## src/common/branch_skip_defines.vh

```
// constants for the branch, skip and interrupt instruction decoder
// assumes 16-bit instruction words and a 32-bit AXI4-Lite register bus
`ifndef BRANCH_SKIP_DEFINES_VH
`define BRANCH_SKIP_DEFINES_VH

// instruction word fields
`define IC_HI 15
`define IC_LO 10
`define A_HI 9
`define A_LO 8
`define B_HI 7
`define B_LO 4
`define C_HI 3
`define C_LO 0

// opcode prefixes
`define OP_REG_MASK5 5'h08
`define OP_MEM_ONES5 5'h1a
`define OP_MEM_ZEROS5 5'h1b
`define OP_MISC6 6'h3f
`define OP_CALL3 3'h5
`define OP_JUMP2 2'h2

// low nibble of the miscellaneous group
`define C_SKIP_RET 4'h3
`define C_IRQ 4'h7

// A field codes
`define A_00 2'h0
`define A_01 2'h1
`define A_10 2'h2
`define A_11 2'h3

// sizes
`define PC_W 13
`define RET_DEPTH 16
`define RET_PTR_W 4
`define IRQ_DEPTH 4
`define IRQ_PTR_W 2
`define CTX_W 26
`define CTX_CARRY_BIT 25

// register offsets
`define REG_CTRL 4'h0
`define REG_STATUS 4'h4
`define REG_PC 4'h8
`define REG_LAST 4'hc

// control register fields and reset values
`define CTRL_RUN_BIT 0
`define CTRL_IMF_BIT 1
`define CTRL_RUN_RST 1'b1
`define IMF_RST 1'b0
`define PC_RST 13'h0000

// status register fields
`define ST_IMF_BIT 0
`define ST_SKIP_BIT 1
`define ST_RPTR_LO 4
`define ST_IPTR_LO 8

// bus responses
`define RESP_OKAY 2'h0
`define RESP_SLVERR 2'h2

`endif

```

## src/design/lifo_stack.v

```verilog
// last-in first-out stack held in flip-flops
// assumes push and pop never arrive together; the pointer wraps on overflow
module lifo_stack #(
  parameter W = 13,
  parameter D = 16,
  parameter AW = 4
) (
  // clock, reset, enable
  input wire aclk,
  input wire aresetn,
  input wire ce,
  // stack operations
  input wire push,
  input wire pop,
  input wire [W-1:0] din,
  // top entry and fill pointer
  output wire [W-1:0] top,
  output reg [AW-1:0] ptr_q
);

  reg [W-1:0] mem_q [0:D-1]; // entries, index is slot number
  wire [AW-1:0] top_idx; // slot of the most recent push

  assign top_idx = ptr_q - {{(AW-1){1'b0}}, 1'b1};
  assign top = mem_q[top_idx];

  // pointer moves up on push, down on pop
  always @(posedge aclk)
  begin
    if (!aresetn)
      ptr_q <= {AW{1'b0}};
    else if (ce && push)
      ptr_q <= ptr_q + {{(AW-1){1'b0}}, 1'b1};
    else if (ce && pop)
      ptr_q <= top_idx;
  end

  // each slot loads only when the pointer names it
  genvar i;
  generate
    for (i = 0; i < D; i = i + 1)
    begin : g_slot
      always @(posedge aclk)
      begin
        if (!aresetn)
          mem_q[i] <= {W{1'b0}};
        else if (ce && push && (ptr_q == i))
          mem_q[i] <= din;
      end
    end
  endgenerate

endmodule // lifo_stack

```

## src/design/branch_skip_irq_decoder.v

```verilog
// decode and execute of skip, call, return, jump and interrupt instructions
// assumes program and data memory, general registers and carry live on aclk
//
// Implementation choices: the register addresses and the AXI4-Lite interface to the registers.
`include "branch_skip_defines.vh"

module branch_skip_irq_decoder (
  // clock, reset, enable
  input wire aclk,
  input wire aresetn,
  input wire ce,
  // program memory
  input wire [15:0] instr_word,
  input wire instr_valid,
  output reg fetch_req_q,
  output reg [`PC_W-1:0] pc_q,
  // data memory and general registers
  input wire [3:0] mem_nibble,
  input wire [3:0] gen_reg,
  output reg [1:0] mem_row_field_q,
  output reg [3:0] mem_column_field_q,
  output reg [3:0] reg_sel_q,
  // carry and context
  input wire carry_flag,
  input wire [`CTX_W-1:0] ctx_save,
  output reg [`CTX_W-1:0] ctx_restore_q,
  output reg ctx_restore_stb_q,
  output reg carry_bit_q,
  // interrupt entry from the interrupt controller
  input wire irq_req,
  input wire [`PC_W-1:0] irq_vector,
  output reg irq_ack_q,
  output reg irq_master_flag_q,
  // words this block does not execute
  output reg [15:0] foreign_word_q,
  output reg foreign_stb_q,
  // axi4-lite write address
  input wire [31:0] awaddr,
  input wire awvalid,
  output reg awready_q,
  // axi4-lite write data
  input wire [31:0] wdata,
  input wire [3:0] wstrb,
  input wire wvalid,
  output reg wready_q,
  // axi4-lite write response
  output reg [1:0] bresp_q,
  output reg bvalid_q,
  input wire bready,
  // axi4-lite read address
  input wire [31:0] araddr,
  input wire arvalid,
  output reg arready_q,
  // axi4-lite read data
  output reg [31:0] rdata_q,
  output reg [1:0] rresp_q,
  output reg rvalid_q,
  input wire rready
);

  // one-hot sequencer states
  localparam [2:0] ST_FETCH = 3'b001; // wait for a word
  localparam [2:0] ST_OPER = 3'b010; // memory operand settles
  localparam [2:0] ST_EXEC = 3'b100; // act on the word

  reg [2:0] state_q; // sequencer state
  reg [15:0] instr_q; // word under execution
  reg skip_q; // next word is to be suppressed
  reg run_q; // software run control
  reg [15:0] last_q; // last word through execute, suppressed or not, for software

  // stack control strobes
  reg ret_push; // push onto return address stack
  reg ret_pop; // pop return address stack
  reg irq_push; // push onto interrupt context stack
  reg irq_pop; // pop interrupt context stack
  reg [`PC_W-1:0] ret_din; // address to push
  wire [`PC_W-1:0] ret_top; // top of return address stack
  wire [`CTX_W-1:0] irq_top; // top of interrupt context stack
  wire [`RET_PTR_W-1:0] return_stack_ptr; // return stack fill
  wire [`IRQ_PTR_W-1:0] irq_stack_ptr; // interrupt stack fill

  // instruction fields
  wire [5:0] ic = instr_q[`IC_HI:`IC_LO];
  wire [1:0] fa = instr_q[`A_HI:`A_LO];
  wire [3:0] fc = instr_q[`C_HI:`C_LO];
  wire [`PC_W-1:0] pc_inc = pc_q + 13'h0001;

  // decode of this block's opcodes
  wire is_misc = (ic == `OP_MISC6);
  wire test_reg_mask_ones = (ic[5:1] == `OP_REG_MASK5) && !ic[0];
  wire test_reg_mask_zeros = (ic[5:1] == `OP_REG_MASK5) && ic[0];
  wire test_mem_ones = (ic[5:1] == `OP_MEM_ONES5) && ic[0];
  wire test_mem_zeros = (ic[5:1] == `OP_MEM_ZEROS5) && ic[0];
  wire test_mem_not_ones = (ic[5:1] == `OP_MEM_ONES5) && !ic[0];
  wire test_mem_not_zeros = (ic[5:1] == `OP_MEM_ZEROS5) && !ic[0];
  wire grp_sr = is_misc && (fc == `C_SKIP_RET);
  wire grp_irq = is_misc && (fc == `C_IRQ);
  wire skip_on_carry = grp_sr && (fa == `A_00);
  wire skip_on_no_carry = grp_sr && (fa == `A_01);
  wire subroutine_return = grp_sr && (fa == `A_10);
  wire return_then_skip = grp_sr && (fa == `A_11);
  wire irq_disable = grp_irq && (fa == `A_00);
  wire irq_enable = grp_irq && (fa == `A_01);
  wire irq_return = grp_irq && (fa == `A_11);
  wire is_call = (instr_q[15:13] == `OP_CALL3);
  wire is_jump = (instr_q[15:14] == `OP_JUMP2) && !is_call;

  // masked bits all one; an empty mask counts as all one
  function masked_ones;
    input [3:0] mask;
    input [3:0] val;
    begin
      masked_ones = ((val & mask) == mask);
    end
  endfunction

  // masked bits all zero
  function masked_zeros;
    input [3:0] mask;
    input [3:0] val;
    begin
      masked_zeros = ((val & mask) == 4'h0);
    end
  endfunction

  // skip decision for the word in execution
  reg skip_hit;
  always @*
  begin
    skip_hit = 1'b0;
    if (test_reg_mask_ones)
      skip_hit = masked_ones(mem_nibble, gen_reg);
    else if (test_reg_mask_zeros)
      skip_hit = masked_zeros(mem_nibble, gen_reg);
    else if (test_mem_ones)
      skip_hit = masked_ones(fc, mem_nibble);
    else if (test_mem_zeros)
      skip_hit = masked_zeros(fc, mem_nibble);
    else if (test_mem_not_ones)
      skip_hit = !masked_ones(fc, mem_nibble);
    else if (test_mem_not_zeros)
      skip_hit = !masked_zeros(fc, mem_nibble);
    else if (skip_on_carry)
      skip_hit = carry_flag;
    else if (skip_on_no_carry)
      skip_hit = !carry_flag;
    else if (return_then_skip)
      skip_hit = 1'b1;
  end

  wire exec_now = (state_q == ST_EXEC) && !skip_q; // real execution cycle
  wire irq_take = (state_q == ST_FETCH) && run_q && irq_req && irq_master_flag_q
                  && !skip_q; // a pending skip must land on the next program word

  // stack strobes; a suppressed word never touches a stack
  always @*
  begin
    ret_push = 1'b0;
    ret_pop = 1'b0;
    irq_push = 1'b0;
    irq_pop = 1'b0;
    ret_din = pc_inc;
    if (irq_take)
    begin
      ret_push = 1'b1; // resume address for the interrupt return
      irq_push = 1'b1;
      ret_din = pc_q;
    end
    else if (exec_now)
    begin
      ret_push = is_call;
      ret_pop = subroutine_return || return_then_skip || irq_return;
      irq_pop = irq_return;
    end
  end

  // return address stack
  lifo_stack #(
    .W(`PC_W),
    .D(`RET_DEPTH),
    .AW(`RET_PTR_W)
  ) u_ret_stack (
    .aclk(aclk),
    .aresetn(aresetn),
    .ce(ce),
    .push(ret_push),
    .pop(ret_pop),
    .din(ret_din),
    .top(ret_top),
    .ptr_q(return_stack_ptr)
  );

  // interrupt context stack
  lifo_stack #(
    .W(`CTX_W),
    .D(`IRQ_DEPTH),
    .AW(`IRQ_PTR_W)
  ) u_irq_stack (
    .aclk(aclk),
    .aresetn(aresetn),
    .ce(ce),
    .push(irq_push),
    .pop(irq_pop),
    .din(ctx_save),
    .top(irq_top),
    .ptr_q(irq_stack_ptr)
  );

  // software side strobes
  reg sw_wr; // write committed this cycle
  reg [3:0] sw_addr; // byte offset of that write
  reg [31:0] aw_addr_q; // held write address
  reg aw_ok_q; // write address held
  reg [31:0] w_data_q; // held write data
  reg [3:0] w_strb_q; // held byte enables
  reg w_ok_q; // write data held
  wire ctrl_wr = sw_wr && (sw_addr == `REG_CTRL) && w_strb_q[0];

  // sequencer, program counter and execution
  always @(posedge aclk)
  begin
    if (!aresetn)
    begin
      state_q <= ST_FETCH;
      instr_q <= 16'h0000;
      skip_q <= 1'b0;
      pc_q <= `PC_RST;
      fetch_req_q <= 1'b0;
      mem_row_field_q <= 2'h0;
      mem_column_field_q <= 4'h0;
      reg_sel_q <= 4'h0;
      ctx_restore_q <= {`CTX_W{1'b0}};
      ctx_restore_stb_q <= 1'b0;
      carry_bit_q <= 1'b0;
      irq_ack_q <= 1'b0;
      irq_master_flag_q <= `IMF_RST;
      foreign_word_q <= 16'h0000;
      foreign_stb_q <= 1'b0;
      last_q <= 16'h0000;
    end
    else if (ce)
    begin
      // pulses last one cycle
      ctx_restore_stb_q <= 1'b0;
      irq_ack_q <= 1'b0;
      foreign_stb_q <= 1'b0;
      // software write of the master flag; an instruction below wins
      if (ctrl_wr)
        irq_master_flag_q <= w_data_q[`CTRL_IMF_BIT];
      case (state_q)
        ST_FETCH:
        begin
          fetch_req_q <= run_q && !irq_take;
          if (irq_take)
          begin
            // entry: context saved, vector loaded, nesting blocked
            pc_q <= irq_vector;
            irq_master_flag_q <= 1'b0;
            irq_ack_q <= 1'b1;
          end
          else if (run_q && fetch_req_q && instr_valid)
          begin
            instr_q <= instr_word;
            mem_row_field_q <= instr_word[`A_HI:`A_LO];
            mem_column_field_q <= instr_word[`B_HI:`B_LO];
            reg_sel_q <= instr_word[`C_HI:`C_LO];
            fetch_req_q <= 1'b0;
            state_q <= ST_OPER;
          end
        end
        ST_OPER:
        begin
          // data memory and register answer to the held fields
          state_q <= ST_EXEC;
        end
        ST_EXEC:
        begin
          state_q <= ST_FETCH;
          fetch_req_q <= run_q;
          last_q <= instr_q;
          if (skip_q)
          begin
            // suppressed word: only the count and last_q change
            skip_q <= 1'b0;
            pc_q <= pc_inc;
          end
          else if (is_call)
            pc_q <= instr_q[`PC_W-1:0];
          else if (is_jump)
            pc_q <= instr_q[`PC_W-1:0];
          else if (subroutine_return)
            pc_q <= ret_top;
          else if (return_then_skip)
          begin
            pc_q <= ret_top;
            skip_q <= 1'b1;
          end
          else if (irq_return)
          begin
            // interrupted word is re-fetched at the saved address
            pc_q <= ret_top;
            ctx_restore_q <= irq_top;
            carry_bit_q <= irq_top[`CTX_CARRY_BIT];
            ctx_restore_stb_q <= 1'b1;
            irq_master_flag_q <= 1'b1;
          end
          else
          begin
            pc_q <= pc_inc;
            skip_q <= skip_hit;
            if (irq_disable)
              irq_master_flag_q <= 1'b0;
            else if (irq_enable)
              irq_master_flag_q <= 1'b1;
            else if (!(grp_sr || grp_irq || test_reg_mask_ones || test_reg_mask_zeros
                       || test_mem_ones || test_mem_zeros || test_mem_not_ones
                       || test_mem_not_zeros))
            begin
              // handed to the rest of the core
              foreign_word_q <= instr_q;
              foreign_stb_q <= 1'b1;
            end
          end
        end
        default:
        begin
          state_q <= ST_FETCH;
        end
      endcase
    end
  end

  // register read mux; unmapped offsets flagged by the caller
  function [31:0] reg_read;
    input [3:0] off;
    begin
      case (off)
        `REG_CTRL: reg_read = {30'h0, irq_master_flag_q, run_q};
        `REG_STATUS: reg_read = {22'h0, irq_stack_ptr, return_stack_ptr, 2'h0,
                                 skip_q, irq_master_flag_q};
        `REG_PC: reg_read = {19'h0, pc_q};
        `REG_LAST: reg_read = {16'h0, last_q};
        default: reg_read = 32'h0;
      endcase
    end
  endfunction

  // only the four aligned words in the first sixteen bytes exist
  function mapped;
    input [31:0] a;
    begin
      mapped = (a[31:4] == 28'h0) && (a[1:0] == 2'h0);
    end
  endfunction

  always @*
  begin
    sw_wr = aw_ok_q && w_ok_q && !bvalid_q && mapped(aw_addr_q);
    sw_addr = aw_addr_q[3:0];
  end

  // axi4-lite slave; address and data may come in either order
  always @(posedge aclk)
  begin
    if (!aresetn)
    begin
      awready_q <= 1'b0;
      wready_q <= 1'b0;
      bvalid_q <= 1'b0;
      bresp_q <= `RESP_OKAY;
      arready_q <= 1'b0;
      rvalid_q <= 1'b0;
      rresp_q <= `RESP_OKAY;
      rdata_q <= 32'h0;
      aw_ok_q <= 1'b0;
      aw_addr_q <= 32'h0;
      w_ok_q <= 1'b0;
      w_data_q <= 32'h0;
      w_strb_q <= 4'h0;
      run_q <= `CTRL_RUN_RST;
    end
    else if (ce)
    begin
      // ready pulses one cycle per held item
      awready_q <= awvalid && !awready_q && !aw_ok_q && !bvalid_q;
      wready_q <= wvalid && !wready_q && !w_ok_q && !bvalid_q;
      if (awvalid && awready_q)
      begin
        aw_ok_q <= 1'b1;
        aw_addr_q <= awaddr;
      end
      if (wvalid && wready_q)
      begin
        w_ok_q <= 1'b1;
        w_data_q <= wdata;
        w_strb_q <= wstrb;
      end
      // response once both halves are held
      if (aw_ok_q && w_ok_q && !bvalid_q)
      begin
        bvalid_q <= 1'b1;
        bresp_q <= mapped(aw_addr_q) ? `RESP_OKAY : `RESP_SLVERR;
        aw_ok_q <= 1'b0;
        w_ok_q <= 1'b0;
      end
      else if (bvalid_q && bready)
        bvalid_q <= 1'b0;
      if (ctrl_wr)
        run_q <= w_data_q[`CTRL_RUN_BIT];
      // reads answer the cycle after the address is taken
      arready_q <= arvalid && !arready_q && !rvalid_q;
      if (arvalid && arready_q)
      begin
        rvalid_q <= 1'b1;
        rdata_q <= mapped(araddr) ? reg_read(araddr[3:0]) : 32'h0;
        rresp_q <= mapped(araddr) ? `RESP_OKAY : `RESP_SLVERR;
      end
      else if (rvalid_q && rready)
        rvalid_q <= 1'b0;
    end
  end

endmodule // branch_skip_irq_decoder

```

## config.mk

```make
export PLATFORM = sky130hd
export DESIGN_NAME = branch_skip_irq_decoder
export DESIGN_NICKNAME = d
export VERILOG_FILES = /design/src/design/lifo_stack.v /design/src/design/branch_skip_irq_decoder.v
export VERILOG_INCLUDE_DIRS = /design/src /design/src/common
export SDC_FILE = /design/constraint.sdc
export NUM_CORES = 1
export LEC_CHECK = 0
export ABC_AREA = 0
export BUFFER_PORTS_ARGS = -buffer_cell sky130_fd_sc_hd__buf_2
export CORE_AREA = 3 3 191 193
export CTS_CLUSTER_SIZE = 12
export DETAILED_ROUTE_END_ITERATION = 7
export DIE_AREA = 0 0 194 196
export GPL_ROUTABILITY_DRIVEN = 0
export PLACE_DENSITY = 0.91
export REMOVE_ABC_BUFFERS = 1
export SYNTH_ARGS = -nofsm -noshare
export SYNTH_HDL_FRONTEND = slang
export SYNTH_SLANG_ARGS = --single-unit
```

## constraint.sdc

```tcl
create_clock -name aclk -period 7.34 [get_ports aclk]
set_input_delay 0.367 -clock aclk [delete_from_list [all_inputs] [get_ports aclk]]
set_output_delay 0.367 -clock aclk [all_outputs]
set_load 0.005 [all_outputs]
```

==> reports/results.ini, run 1 <==
[outcome]
status = completed

[worst_setup_path]
crit_path_frequent_cell = mux4_2
crit_path_end_kind = flip-flop
required_ns = 7.79
critical_path.max_fanout = 55
crit_arrival_ns = 4.07
r2r_start = u_ret_stack.ptr_q[0]
critical_path.slowest_cell = dfxtp_4
reg2reg_to = pc_q[11]
worst_r2r_path_depth = 8
r2r_setup_slack_ns = 3.72
cp_cell_sequence = inv_1 -> ha_2 -> buf_4 -> mux4_2 -> mux4_2 -> o22ai_1 -> nand2_1 -> a32o_1
crit_path_start_kind = flip-flop
cpPeakStageDelay_ns = 0.74
crit_type = flip-flop to flip-flop

[sta]
finalClockSkew_ns = 0.0310
rsz0062_at_grt = no
maxSlewHeadroom_pct = 5.30
setup_tns_ns = 0
fmax_ghz = 0.276
period_share_pct = 49.3
hold_slack_ns = 0.0503
setup_viol = 0
min_period_ns = 3.62
report.final.slew_viol_count = 0
final_hold_viol_count = 0
worst_slew_pin_slew_ns = 1.42

[grt]
first_global_vias = 15900
grt_max_degree = 108
grt_overflow = 0
grt_util_all_layers_pct = 29.9
antenna_found_initial = 4
grt_pass1_wl_um = 90200

[logic_synthesis]
ys_seq_elements = 475
yosysWarningCount = 0
synth_edf_count = 312
async_reset_ff_share_pct = 0
syn_area_um2 = 22000
syn_area_per_cell_um2 = 12.0
ys_types = 75
synth_top_flop_cell = edfxtp_1
syn_inst = 1840
synth.yosys.seq_area_share_pct = 57.4

[floorplan]
start_util_pct = 63.4
io_pins = 286
core_area_um2 = 34700
fp-row-count = 68
die_w_um = 194
dieHeight_um = 196
die_area_um2 = 38000

[cts]
ctsRootBufferMaster = clkbuf_16
clkTransAtPathRegs_ns = 0.07
h-tree-depth = 2
clkLatencyLatePin_ns = 0.57
postCtsHoldBufs = 0
post_cts_buffers = 0
cts_buffer_depth = 3
cts_tree = built
cts_resized = 0
numCtsBuffers = 48
cts_sinks = 475

[drt]
remaining_drc_errors = 0
vias = 16200
drtPass1Iterations = 8
routed_wl_um = 60400
ant_nets = 0
drt_iter0_markers = 2034
vias_per_cell = 6.51
wl_per_cell_um = 24.2

[finish]
drive_gt1_share_pct = 23.4
final_common_cell = edfxtp_1
num-nets-final = 2188
final_cell_mix = edfxtp_1 (312), nor2_1 (241), buf_2 (233), nand2_1 (224), dfxtp_1 (161)
syn_to_final_growth_pct = 12.2
n_fill_cell = 2115

[placement]
io_buffers = 234
dp_hpwl_um = 37500

[power]
power_density_nw_per_um2 = 227
peakVddDrop_v = 0.000174
p_leak_uw = 0.00887

[hold_path]
holdCritPathClass = input port to flip-flop
whs_path_depth = 3
holdPathEnd = aw_addr_q[23]
min_from = awaddr[23]

[job]
cap_violations = 0

[power breakdown]
part           leakage, µW  switching, µW  internal (µW)
combinational      0.00361            176            126
sequential         0.00454           45.0           2910
clock             0.000718           1000           1340
total              0.00887           1220           4380
[logic make-up (layout without fill, tap and decap cells)]
kind of cell	after synthesis	after routing	synth area share [%]
simple gates	773	773	17.5
buf+inv	191	372	4.64
other cells	1	21	0.0171
xor+xnor	26	26	1.07
fa+ha+maj	10	10	0.569
compound gates	228	228	7.28
flops	475	475	57.4
mux	136	136	11.5
[how the worst max path moves through the flow]
stage	slack (ns)	start	to
6_report	3.72	u_ret_stack.ptr_q[0]	pc_q[11]
5_1_grt	3.53	u_ret_stack.ptr_q[0]	pc_q[11]
4_1_cts	3.74	u_ret_stack.ptr_q[0]	pc_q[11]
3_5_place_dp	3.75	u_ret_stack.ptr_q[0]	pc_q[11]
3_3_place_gp	3.89	u_ret_stack.ptr_q[0]	pc_q[11]
2_1_floorplan	1.68	u_ret_stack.ptr_q[0]	pc_q[11]
[synth_stat cells, types with 5 or more instances]
cell,number,share of area (%)
edfxtp_1,312,43
nor2_1,241,4.1
nand2_1,224,3.8
dfxtp_1,163,15
and2_1,115,3.3
mux4_2,92,9.4
clkbuf_1,88,1.5
a21boi_0,87,3.0
nor2b_1,50,1.4
o21ai_0,43,0.98
buf_2,40,0.91
mux2i_1,39,1.8
buf_4,31,1.1
a22oi_1,23,0.79
nand3_1,23,0.52
nor3_1,20,0.46
nor4_1,19,0.54
a211oi_1,15,0.51
a21oi_1,15,0.34
xnor2_1,15,0.60
inv_1,13,0.22
nand2b_1,12,0.34
and3_1,11,0.31
ha_1,10,0.57
xor2_1,10,0.40
nand4_1,9,0.26
buf_6,8,0.41
nand3_2,8,0.36
nand4_4,8,0.77
a21o_1,7,0.24
clkbuf_8,7,0.44
o221ai_1,7,0.28
a31oi_1,6,0.17
or3_1,6,0.17
mux2_2,5,0.26
o22ai_1,5,0.14
[metrics by stage]
stage | utilization (%) | setup slack (ns) | std cells | total power, µW | area, µm²
after detailed placement | 66.7 | 3.75 | 2408 | 3290 | 23200
after global routing | 71.1 | 3.53 | 2496 | 5730 | 24700
after CTS | 70.9 | 3.74 | 2492 | 5580 | 24600
after floorplan | - | 1.68 | 1679 | 3150 | 21100
final | 71.1 | 3.72 | 2496 | 5610 | 24700
after global placement | 66.7 | 3.89 | 2408 | 3270 | 23200
[layout make-up]
cell class                 count  area, µm²  share of cell area, %
clock inverter                 6       61.3                  0.248
inverter                      13       48.8                  0.198
sequential                   475      12600                   51.2
multi-input combinational   1191       8460                   34.3
antenna                        3       7.51                 0.0304
timing repair buffer         275       1490                   6.02
clock buffer                  78       1410                   5.72
tap                          455        569                   2.31
[critical path, delay by kind of cell (launching register included)]
kind                     cells  cell delay [ns]
multiplexers                 2             0.96
flip-flops                   1             0.74
AND/OR/NAND/NOR              1             0.07
adder cells (fa/ha/maj)      1             0.39
AO/OA/AOI/OAI                2             0.38
buffers and inverters        2             0.92
[state kept, by name (all words and copies together), names as in the netlist, 2 cells and up]
name,count
w_data_q,2
u_ret_stack.ptr_q,4
aw_addr_q,32
u_ret_stack.mem_q,208
pc_q,13
foreign_word_q,16
instr_q,9
ctx_restore_q,26
u_irq_stack.mem_q,104
mem_column_field_q,3
state_q,3
u_irq_stack.ptr_q,2
reg_sel_q,3
rdata_q,16
last_q,16
[layer usage]
metal  track usage, %  share of wire (%)  wire [µm]
met1             37.9                 34      20500
met2             51.4                 50      30300
met3             4.86                 11       6460
met4             12.9                5.1       3090
met5                0                  0          0
No activity file was read; power rests on OpenSTA's default activity.
==> run 2, diff against run 1 <==
CORE_AREA = 3 3 199 201   (was 3 3 191 193)
DIE_AREA = 0 0 202 204   (was 0 0 194 196)
PLACE_DENSITY = 0.85   (was 0.91)
clock period = 3.55 ns   (was 7.34 ns; I/O delays follow)
==> run 2 against run 1 <==
Compared with the run above: combinational power is 150% higher; critical path depth down 1; cell area rose by 4.5%; worst setup slack got worse by 3.1 ns; maximum frequency is 22% higher.
==> reports/results.ini, run 2 (synthesis gave the netlist of run 1 again) <==
[sta]
fmax_ghz = 0.338
worst_slew_pin_slew_ns = 1.17
rsz0062_at_grt = no
maxSlewHeadroom_pct = 21.7
setup_tns_ns = 0
finalClockSkew_ns = 0.0212
period_share_pct = 83.4
setup_viol = 0
final_hold_viol_count = 0
report.final.slew_viol_count = 0
min_period_ns = 2.96

[worst_setup_path]
reg2reg_to = pc_q[9]
crit_type = flip-flop to flip-flop
r2r_setup_slack_ns = 0.59
worst_r2r_path_depth = 7
crit_path_start_kind = flip-flop
critical_path.slowest_cell = xnor2_2
r2r_start = u_ret_stack.ptr_q[0]
crit_arrival_ns = 3.42
required_ns = 4.01
critical_path.max_fanout = 59
cp_cell_sequence = buf_12 -> nor3_1 -> xnor2_2 -> mux4_2 -> o22ai_1 -> nand3_1 -> and3_1
crit_buf_inv = 1
cpPeakStageDelay_ns = 0.85
cp_top_family = XOR/XNOR gates
crit_path_end_kind = flip-flop

[drt]
vias = 16300
wl_met1_um = 21800
drt_iter0_markers = 1760
top_layer_used = met5
wl_per_cell_um = 23.0
dr_wl_met3_um = 5880
vias_per_cell = 6.11
met2_length_um = 30500
drtPass1Iterations = 6
routed_wl_um = 61400
ant_nets = 0
remaining_drc_errors = 0

[cts]
cts_sinks = 475
clkLatencyLatePin_ns = 0.57
post_cts_buffers = 0
cts_tree = built
ctsRootBufferMaster = clkbuf_16
postCtsHoldBufs = 92
numCtsBuffers = 47
clkTransAtPathRegs_ns = 0.06
h-tree-depth = 2
cts_buffer_depth = 3
cts_resized = 0

[floorplan]
start_util_pct = 58.2
io_pins = 286
core_area_um2 = 37800
die_area_um2 = 41200
die_w_um = 202
dieHeight_um = 204
fp-row-count = 71

[grt]
grt_pass1_wl_um = 94600
grt_util_all_layers_pct = 29.5
first_global_vias = 16600
grt_overflow = 0
grt_max_degree = 85
antenna_found_initial = 6

[finish]
final_common_cell = edfxtp_1
syn_to_final_growth_pct = 17.2
largest_register_ffs = 208
reg_top3 = u_ret_stack.mem_q: 208 flops, u_irq_stack.mem_q: 104 flops, aw_addr_q: 32 flops
drive_gt1_share_pct = 23.1
final_cell_mix = edfxtp_1 (312), nor2_1 (241), buf_2 (233), nand2_1 (224), dfxtp_1 (161)
largest_register = u_ret_stack.mem_q
fin_util_pct = 68.3
n_fill_cell = 2434
num-nets-final = 2306

[outcome]
status = completed

[hold_path]
min_from = ce
whs_path_depth = 4
holdCritPathClass = input port to flip-flop
holdPathEnd = rvalid_q

[power]
peakVddDrop_v = 0.000274
p_leak_uw = 0.00935
power_density_nw_per_um2 = 443

[job]
cap_violations = 0

[placement]
dp_hpwl_um = 37800
io_buffers = 234

[run 2: cell types whose count changed in the layout (fill, tap and decap cells not counted), sizes merged, moves of 2 or more]
cell and delta:
buf +27, clkbuf -6, dlygate4sd3 +92, diode +2
[run 2: cell type report]
| type | instances | area, µm² | share of cell area [%] |
|---|---|---|---|
| flip-flops and latches | 475 | 12600 | 49.0 |
| inverters | 13 | 48.8 | 0.189 |
| repair buffers | 394 | 2650 | 10.3 |
| clock buffers | 72 | 1330 | 5.16 |
| multi-input cells | 1191 | 8420 | 32.7 |
| well taps | 511 | 639 | 2.48 |
| clock inverters | 7 | 46.3 | 0.180 |
| diodes | 5 | 12.5 | 0.0485 |
[run 2: tightest hold or removal path, stage by stage]
cell	delay, ns
buf_2	0.14
nand2_1	0.06
nand2_1	0.06
a21boi_0	0.09
[run 2: worst max-delay path by stage]
stage	cells after the start	end	start
2_1_floorplan	7	pc_q[11]	u_ret_stack.ptr_q[0]
4_1_cts	7	pc_q[9]	u_ret_stack.ptr_q[0]
3_3_place_gp	7	pc_q[9]	u_ret_stack.ptr_q[0]
6_report	7	pc_q[9]	u_ret_stack.ptr_q[0]
5_1_grt	7	pc_q[9]	u_ret_stack.ptr_q[0]
3_5_place_dp	7	pc_q[9]	u_ret_stack.ptr_q[0]
[run 2: metrics by stage]
stage | hold slack, ns | power (µW) | cells | worst slack [ns] | cell area [µm²]
3_3_place_gp | 0.432 | 6810 | 2492 | 0.638 | 23500
4_1_cts | 0.00801 | 11400 | 2663 | 0.559 | 25800
6_report | 0.0314 | 11400 | 2668 | 0.591 | 25800
2_1_floorplan | 0.239 | 6510 | 1679 | -2.11 | 21100
3_5_place_dp | 0.438 | 6840 | 2492 | 0.597 | 23500
5_1_grt | 0.0417 | 11700 | 2666 | 0.439 | 25800
[run 2: metal layers]
metal  track usage (%)  vias up
li1                  -     7076
met1              36.1     7947
met2              50.7     1034
met3              5.53      250
met4              15.1        2
met5                 0        -
[run 2: where the power goes]
part / switching (µW) / leakage (µW) / internal [µW]
logic: 410 / 0.00414 / 337
registers: 67.8 / 0.00454 / 6020
clock network: 2010 / 0.000674 / 2570
